## config.mk

```make
export PLATFORM = sky130hd
export DESIGN_NAME = lpdcd_decoder
export DESIGN_NICKNAME = d
export VERILOG_FILES = /design/src/design/lpdcd_pkg.sv /design/src/design/lpdcd_stage_ctrl.sv /design/src/design/lpdcd_decoder.sv
export SDC_FILE = /design/constraint.sdc
export NUM_CORES = 1
export LEC_CHECK = 0
export BUFFER_PORTS_ARGS = -buffer_cell sky130_fd_sc_hd__buf_2
export CAP_MARGIN = 5
export CELL_PAD_IN_SITES_DETAIL_PLACEMENT = 1
export CELL_PAD_IN_SITES_GLOBAL_PLACEMENT = 2
export CORE_ASPECT_RATIO = 0.9
export CORE_MARGIN = 2
export CORE_UTILIZATION = 30
export DETAILED_ROUTE_END_ITERATION = 6
export GPL_TIMING_DRIVEN = 0
export PLACE_DENSITY_LB_ADDON = 0.1
export SLEW_MARGIN = 20
export SYNTH_ARGS = -nofsm -noshare
export SYNTH_HDL_FRONTEND = slang
export SYNTH_HIERARCHICAL = 1
export SYNTH_SLANG_ARGS = --single-unit
export TNS_END_PERCENT = 50
```

## constraint.sdc

```tcl
create_clock -name core_clk_i -period 2 [get_ports core_clk_i]
set_input_delay 0.1 -clock core_clk_i [delete_from_list [all_inputs] [get_ports core_clk_i]]
set_output_delay 0.1 -clock core_clk_i [all_outputs]
set_load 0.1 [all_outputs]
```

## src/design/lpdcd_pkg.sv

```systemverilog
// Package: opcodes, reset values and carrier types of the drive command decoder
// Functional notes
// - Bias opcode plus byte, low two bits
// - Bias resets 00; host never writes 03H
// - Volume opcode plus byte, low seven bits
// - Volume zero smallest, monotonic, resets zero
// - Discharge command bit 0, off at reset
// - Discharge active while reset held low
// - Power save bit 0; settings retained
// - Power save stops oscillator, supply, outputs
// - Power save off restores prior state
// - Display blank output low in power save
// - Temperature slope byte, three bits, resets 000
// - Status read returns slope on bits 2..0
// - Sensor command bit 0, off at reset
// - Drive method bits 4,3; reset 0,1
// - Bit 4 zero overlaps frame inversion
// - Bit 3 selects consecutive four selections
// - No-operation changes nothing; here it cancels a pending parameter and clears status mode
package lpdcd_pkg;

    // ------------------------------------------------------------------
    // Opcodes
    // ------------------------------------------------------------------
    localparam logic [7:0] OP_BIAS      = 8'hA2;
    localparam logic [7:0] OP_VOLUME    = 8'h81;
    localparam logic [7:0] OP_DISCHARGE = 8'hEA;
    localparam logic [7:0] OP_PWR_SAVE  = 8'hA8;
    localparam logic [7:0] OP_TEMP      = 8'h4E;
    localparam logic [7:0] OP_STATUS    = 8'h8E;
    localparam logic [7:0] OP_SENSOR    = 8'h28;
    localparam logic [7:0] OP_DRIVE     = 8'hE7;
    localparam logic [7:0] OP_NOP       = 8'hE3;
    localparam logic [7:0] OP_ONEBIT_M  = 8'hFE;

    // ------------------------------------------------------------------
    // Field positions
    // ------------------------------------------------------------------
    localparam int BIAS_MSB   = 1;
    localparam int VOL_MSB    = 6;
    localparam int TEMP_MSB   = 2;
    localparam int OVL_BIT    = 4;
    localparam int CONS_BIT   = 3;
    localparam int ONOFF_BIT  = 0;

    // ------------------------------------------------------------------
    // Reset values
    // ------------------------------------------------------------------
    localparam logic [1:0] BIAS_RST   = 2'h0;
    localparam logic [1:0] BIAS_BAD   = 2'h3;
    localparam logic [6:0] VOL_RST    = 7'h00;
    localparam logic [2:0] TEMP_RST   = 3'h0;
    localparam logic       OVL_RST    = 1'b0;
    localparam logic       CONS_RST   = 1'b1;

    typedef enum logic [2:0] {
        LPD_PARAM_NONE,
        LPD_PARAM_BIAS,
        LPD_PARAM_VOLUME,
        LPD_PARAM_TEMP,
        LPD_PARAM_DRIVE
    } lpd_param_t;

    // Settings carried to the power and drive stages
    typedef struct packed {
        logic [1:0] bias_sel;
        logic [6:0] volume;
        logic [2:0] temp_slope_sel;
        logic       sensor_en;
        logic       inversion_overlap_off;
        logic       consecutive_select_drive;
    } lpd_settings_t;

endpackage : lpdcd_pkg

```

## src/design/lpdcd_stage_ctrl.sv

```systemverilog
// Module: output stage control derived from the stored settings
`timescale 1ns/1ps
module lpdcd_stage_ctrl (
    // Clock and reset
    input  wire logic                     core_clk_i,
    input  wire logic                     rst_n_i,
    // Decoded state
    input  wire logic                     pwr_save_i,
    input  wire logic                     discharge_i,
    input  wire logic                     nline_inv_on_i,
    input  wire lpdcd_pkg::lpd_settings_t set_i,
    // Stage controls
    output logic                          osc_run_o,
    output logic                          supply_run_o,
    output logic                          drivers_gnd_o,
    output logic                          display_blank_out_o,
    output logic                          discharge_o,
    output logic                          frame_overlap_o,
    output logic                          consecutive_select_drive_o
);

    // Registered controls; the async reset forces discharge on at once
    always_ff @(posedge core_clk_i or negedge rst_n_i) begin
        if (!rst_n_i) begin
            osc_run_o           <= 1'b0;
            supply_run_o        <= 1'b0;
            drivers_gnd_o       <= 1'b1;
            display_blank_out_o <= 1'b0;
            discharge_o         <= 1'b1;
        end else begin
            osc_run_o           <= !pwr_save_i;
            supply_run_o        <= !pwr_save_i;
            drivers_gnd_o       <= pwr_save_i;
            display_blank_out_o <= !pwr_save_i;
            discharge_o         <= discharge_i;
        end
    end

    // Overlap only matters while n-line inversion runs
    always_ff @(posedge core_clk_i or negedge rst_n_i) begin
        if (!rst_n_i) begin
            frame_overlap_o            <= 1'b0;
            consecutive_select_drive_o <= lpdcd_pkg::CONS_RST;
        end else begin
            frame_overlap_o <= nline_inv_on_i &&
                               !set_i.inversion_overlap_off;
            consecutive_select_drive_o <= set_i.consecutive_select_drive;
        end
    end

endmodule : lpdcd_stage_ctrl

```

## src/design/lpdcd_decoder.sv

```systemverilog
// Module: host command decoder for drive and power settings
//
// Implementation choices: the address map and the address-and-strobe port.
`timescale 1ns/1ps
module lpdcd_decoder (
    // Clock and reset
    input  wire logic                     core_clk_i,
    input  wire logic                     rst_n_i,
    // Host port
    input  wire logic                     cmd_data_select_i,
    input  wire logic                     wr_i,
    input  wire logic                     rd_i,
    input  wire logic [7:0]               wdata_i,
    output logic      [7:0]               rdata_o,
    // From other command decoders
    input  wire logic                     nline_inv_on_i,
    // Settings and stage controls
    output lpdcd_pkg::lpd_settings_t      settings_o,
    output logic                          pwr_save_o,
    output logic                          osc_run_o,
    output logic                          supply_run_o,
    output logic                          drivers_gnd_o,
    output logic                          display_blank_out_o,
    output logic                          discharge_o,
    output logic                          frame_overlap_o,
    output logic                          consecutive_select_drive_o
);

    // ------------------------------------------------------------------
    // Command decode
    // ------------------------------------------------------------------
    lpdcd_pkg::lpd_param_t pend;
    lpdcd_pkg::lpd_param_t next_pend;
    lpdcd_pkg::lpd_settings_t set_q;
    logic                  discharge;
    logic                  status_mode;
    logic                  cmd_wr;
    logic                  par_wr;

    assign cmd_wr = wr_i && !cmd_data_select_i;
    assign par_wr = wr_i && cmd_data_select_i;

    always_comb begin
        next_pend = pend;
        if (cmd_wr) begin
            unique case (wdata_i)
                lpdcd_pkg::OP_BIAS:   next_pend = lpdcd_pkg::LPD_PARAM_BIAS;
                lpdcd_pkg::OP_VOLUME: next_pend = lpdcd_pkg::LPD_PARAM_VOLUME;
                lpdcd_pkg::OP_TEMP:   next_pend = lpdcd_pkg::LPD_PARAM_TEMP;
                lpdcd_pkg::OP_DRIVE:  next_pend = lpdcd_pkg::LPD_PARAM_DRIVE;
                default:              next_pend = lpdcd_pkg::LPD_PARAM_NONE;
            endcase
        end else if (par_wr) begin
            next_pend = lpdcd_pkg::LPD_PARAM_NONE;
        end
    end

    always_ff @(posedge core_clk_i or negedge rst_n_i) begin
        if (!rst_n_i) begin
            pend <= lpdcd_pkg::LPD_PARAM_NONE;
        end else begin
            pend <= next_pend;
        end
    end

    // ------------------------------------------------------------------
    // Parameter settings
    // ------------------------------------------------------------------
    // Forbidden bias code is dropped so the stage never sees it
    always_ff @(posedge core_clk_i or negedge rst_n_i) begin
        if (!rst_n_i) begin
            set_q.bias_sel <= lpdcd_pkg::BIAS_RST;
        end else if (par_wr && pend == lpdcd_pkg::LPD_PARAM_BIAS &&
                     wdata_i[lpdcd_pkg::BIAS_MSB:0] != lpdcd_pkg::BIAS_BAD)
        begin
            set_q.bias_sel <= wdata_i[lpdcd_pkg::BIAS_MSB:0];
        end
    end

    // Higher code means higher voltage; code passed unchanged
    always_ff @(posedge core_clk_i or negedge rst_n_i) begin
        if (!rst_n_i) begin
            set_q.volume <= lpdcd_pkg::VOL_RST;
        end else if (par_wr && pend == lpdcd_pkg::LPD_PARAM_VOLUME) begin
            set_q.volume <= wdata_i[lpdcd_pkg::VOL_MSB:0];
        end
    end

    always_ff @(posedge core_clk_i or negedge rst_n_i) begin
        if (!rst_n_i) begin
            set_q.temp_slope_sel <= lpdcd_pkg::TEMP_RST;
        end else if (par_wr && pend == lpdcd_pkg::LPD_PARAM_TEMP) begin
            set_q.temp_slope_sel <=
                wdata_i[lpdcd_pkg::TEMP_MSB:0];
        end
    end

    // Low three bits must be 011; only bits 4 and 3 are stored
    always_ff @(posedge core_clk_i or negedge rst_n_i) begin
        if (!rst_n_i) begin
            set_q.inversion_overlap_off    <= lpdcd_pkg::OVL_RST;
            set_q.consecutive_select_drive <= lpdcd_pkg::CONS_RST;
        end else if (par_wr && pend == lpdcd_pkg::LPD_PARAM_DRIVE) begin
            set_q.inversion_overlap_off <= wdata_i[lpdcd_pkg::OVL_BIT];
            set_q.consecutive_select_drive <= wdata_i[lpdcd_pkg::CONS_BIT];
        end
    end

    // ------------------------------------------------------------------
    // Single-byte commands
    // ------------------------------------------------------------------
    // NOP falls through the three matches below; it still clears pend and status_mode
    always_ff @(posedge core_clk_i or negedge rst_n_i) begin
        if (!rst_n_i) begin
            discharge       <= 1'b0;
            pwr_save_o      <= 1'b0;
            set_q.sensor_en <= 1'b0;
        end else if (cmd_wr) begin
            if ((wdata_i & lpdcd_pkg::OP_ONEBIT_M) ==
                lpdcd_pkg::OP_DISCHARGE) begin
                discharge <= wdata_i[lpdcd_pkg::ONOFF_BIT];
            end
            if ((wdata_i & lpdcd_pkg::OP_ONEBIT_M) ==
                lpdcd_pkg::OP_PWR_SAVE) begin
                pwr_save_o <= wdata_i[lpdcd_pkg::ONOFF_BIT];
            end
            if ((wdata_i & lpdcd_pkg::OP_ONEBIT_M) ==
                lpdcd_pkg::OP_SENSOR) begin
                set_q.sensor_en <= wdata_i[lpdcd_pkg::ONOFF_BIT];
            end
        end
    end

    // ------------------------------------------------------------------
    // Status read
    // ------------------------------------------------------------------
    always_ff @(posedge core_clk_i or negedge rst_n_i) begin
        if (!rst_n_i) begin
            status_mode <= 1'b0;
        end else if (cmd_wr) begin
            status_mode <= (wdata_i == lpdcd_pkg::OP_STATUS);
        end
    end

    // Upper bits are undefined to the host; driven zero here
    always_ff @(posedge core_clk_i or negedge rst_n_i) begin
        if (!rst_n_i) begin
            rdata_o <= 8'h00;
        end else if (rd_i && cmd_data_select_i && status_mode) begin
            rdata_o <= {5'h00, set_q.temp_slope_sel};
        end else if (rd_i) begin
            rdata_o <= 8'h00;
        end
    end

    // Settings are never touched by power save, so exit restores them
    assign settings_o = set_q;

    // ------------------------------------------------------------------
    // Stage control
    // ------------------------------------------------------------------
    lpdcd_stage_ctrl u_stage (
        .core_clk_i                 (core_clk_i),
        .rst_n_i                    (rst_n_i),
        .pwr_save_i                 (pwr_save_o),
        .discharge_i                (discharge),
        .nline_inv_on_i             (nline_inv_on_i),
        .set_i                      (set_q),
        .osc_run_o                  (osc_run_o),
        .supply_run_o               (supply_run_o),
        .drivers_gnd_o              (drivers_gnd_o),
        .display_blank_out_o        (display_blank_out_o),
        .discharge_o                (discharge_o),
        .frame_overlap_o            (frame_overlap_o),
        .consecutive_select_drive_o (consecutive_select_drive_o)
    );

endmodule : lpdcd_decoder

```

==> flow_metrics.py <==
metrics = {
    "global_route": {
        "gr-total-overflow": 0,
        "grt_max_degree": 30,
        "grt_pass1_wl_um": 4726,
        "antenna_found_initial": 0,
        "track_usage": 0.1357,
        "grt_pass1_vias": 961,
    },
    "clock_tree": {
        "hold_buffers": 1,
        "clkLatencyLatePin_ns": 0.28,
        "path_clk_slew_ns": 0.06,
        "cts_tree": "yes",
        "cts-resized-gates": 0,
        "clk_path_buf_depth": 2,
        "htree_num_levels": 2,
        "numCtsBuffers": 5,
        "clock-sinks": 29,
        "post-cts-setup-buffer-count": 0,
        "cts-root-buf": "clkbuf_8",
    },
    "route": {
        "num_vias": 941,
        "drt_iter0_drc": 26,
        "vias_per_cell": 4.635,
        "drt_wl_total_um": 2807,
        "ant_nets": 0,
        "drcViolationCount": 0,
        "drtPass1Iterations": 3,
        "wire_per_inst_um": 13.83,
    },
    "critical_path": {
        "path_cells": "inv_1 > nor4_4 > mux2_2",
        "worstPathMaxFanout": 7,
        "rr_endpoint": "settings_o[11]",
        "start_kind": "flop",
        "setup.worst_path.class": "flop to flop",
        "slowest_stage": "nor4_4",
        "r2r_cells": 3,
        "max_stage_delay_ns": 0.53,
        "r2r_setup_slack_ns": 0.49,
        "cp.required_ns": 2.16,
        "cpLargestDelayFamily": "simple AND/OR/NAND/NOR gates",
        "reg2reg_from": "pend[1]",
        "critPathCaptureType": "flop",
        "timing.critical_path.buf_inv": 1,
        "worstPathArrival_ns": 1.67,
    },
    "power_and_ir_drop": {
        "cellLeakagePower_nw": 0.8030,
        "power.density_nw_per_um2": 916.7,
        "vdd_drop_max_uv": 359.0,
    },
    "synth": {
        "ys_seq_elements": 29,
        "syn_inst": 106,
        "synth_cell_type_count": 27,
        "synth-main-ff-cell": "dfrtp_1",
        "synthArstFlopShare": 1.000,
        "synth_most_common_cell": "dfrtp_1",
        "avgSynthCellArea_um2": 12.16,
        "yosysWarnings": 6,
        "synthTopCellsByArea": "dfrtp_1 49%, mux2_2 10%, dfstp_2 8.2%",
        "synth_top_area_cell": "dfrtp_1",
        "yosys.area.top_type_share": 0.4854,
        "synth_common_cells": "25 x dfrtp_1, 12 x mux2_2, 9 x nand2_1",
        "seq_area_frac_synth": 0.5670,
        "synth_edf_count": 0,
        "syn-cell-area_um2": 1289,
    },
    "status": {
        "outcome": "finished clean",
    },
    "timing": {
        "timing.fmax_ghz": 0.6615,
        "drv_slew": 0,
        "final.period_utilization": 0.7559,
        "worst_slew_pin_slew_ns": 0.6472,
        "hold_viol": 0,
        "rsz0062_at_grt": "no",
        "setup_viol": 0,
        "slew_headroom": 0.5685,
        "period_needed_ns": 1.512,
        "setup_tns_ns": 0,
        "fin_worst_skew_ns": 0.004293,
        "finalWorstSetupSlack_ns": 0.4883,
    },
    "die": {
        "ioPinCount": 45,
        "rows": 22,
        "fp.dieH_um": 66.18,
        "core_area_um2": 4101,
        "die_area_um2": 4837,
        "initial_utilization": 0.3142,
        "die_w_um": 73.09,
    },
    "worst_hold_path": {
        "min_path_cells": 2,
        "min-delay-start": "nline_inv_on_i",
        "hold_class": "input pin to flop",
        "min_to": "u_stage/frame_overlap_o",
    },
    "cells_and_area": {
        "fin_util": 0.4012,
        "drive_gt1_frac": 0.4839,
        "area_growth_pct": 27.67,
        "num-nets-final": 169,
        "n_antenna_cell": 0,
        "fillCellCount": 474,
        "largest_reg_flops": 15,
    },
    "place": {
        "place_congestion": 0.8028,
        "dp_hpwl_um": 2149,
        "dp_slack_ns": 0.4589,
        "io_buffer_count": 37,
    },
    "job": {
        "maxCapViolations": 0,
    },
}
[logic make-up after synthesis]
group / Yosys count / share of synthesized area
other cells: 1 / 0.002910
mux: 15 / 0.1398
flops: 29 / 0.5670
buf+inv: 16 / 0.06990
compound gates: 11 / 0.05437
simple gates: 34 / 0.1660
[metrics by stage]
stage	cell area [um2]	instances	power, mW	hold slack [ns]
floorplan	1304	110	0.9668	-0.1956
global placement	1549	195	1.039	0.1629
detailed placement	1549	195	1.042	0.1684
CTS	1645	203	1.525	0.04508
global route	1645	203	1.571	0.04275
finish	1645	203	1.508	0.04882
[worst max path at each step]
stage / from / end / slack [ns] / cells after the start
global placement: pend[1] / settings_o[7] / 0.49 / 3
CTS: pend[1] / settings_o[11] / 0.45 / 3
global route: pend[1] / settings_o[9] / 0.35 / 3
floorplan: u_stage/display_blank_out_o / osc_run_o / 0.56 / 1
detailed placement: pend[1] / settings_o[11] / 0.46 / 3
finish: pend[1] / settings_o[11] / 0.49 / 3
[where the power goes]
| group | switching (mW) | internal (mW) |
|---|---|---|
| combinational | 0.327 | 0.0669 |
| clock | 0.206 | 0.272 |
| sequential | 0.0158 | 0.620 |
| total | 0.549 | 0.959 |
[routing by layer]
layer  part of all wire  wire length [um]  global-route usage  up-vias
met5                  0                 0                   0        -
met4              0.010                28             0.06250        0
met3              0.053               149             0.05640        2
met2               0.46              1284              0.1903       24
met1               0.48              1344              0.1797      458
li1                   -                 -                   -      457
[placed cells by master (no fill, tap or decap), types with 5 or more instances in the layout]
cell      instances
buf_4             8
inv_1             6
clkbuf_8          6
nand2b_1          5
buf_2            37
mux2_2           12
dfrtp_1          25
conb_1            5
o22ai_1           5
nand2_1           9
[area by class of cell]
| cell class | count | area (um2) | share of cell area |
|---|---|---|---|
| buffer | 9 | 63.81 | 0.03878 |
| multi-input combinational | 65 | 483.0 | 0.2935 |
| inverter | 7 | 26.28 | 0.01597 |
| tap | 48 | 60.06 | 0.03650 |
| timing repair buffer | 38 | 195.2 | 0.1186 |
| sequential | 29 | 730.7 | 0.4441 |
| clock buffer | 7 | 86.33 | 0.05247 |
(Power assumes the default switching activity.)
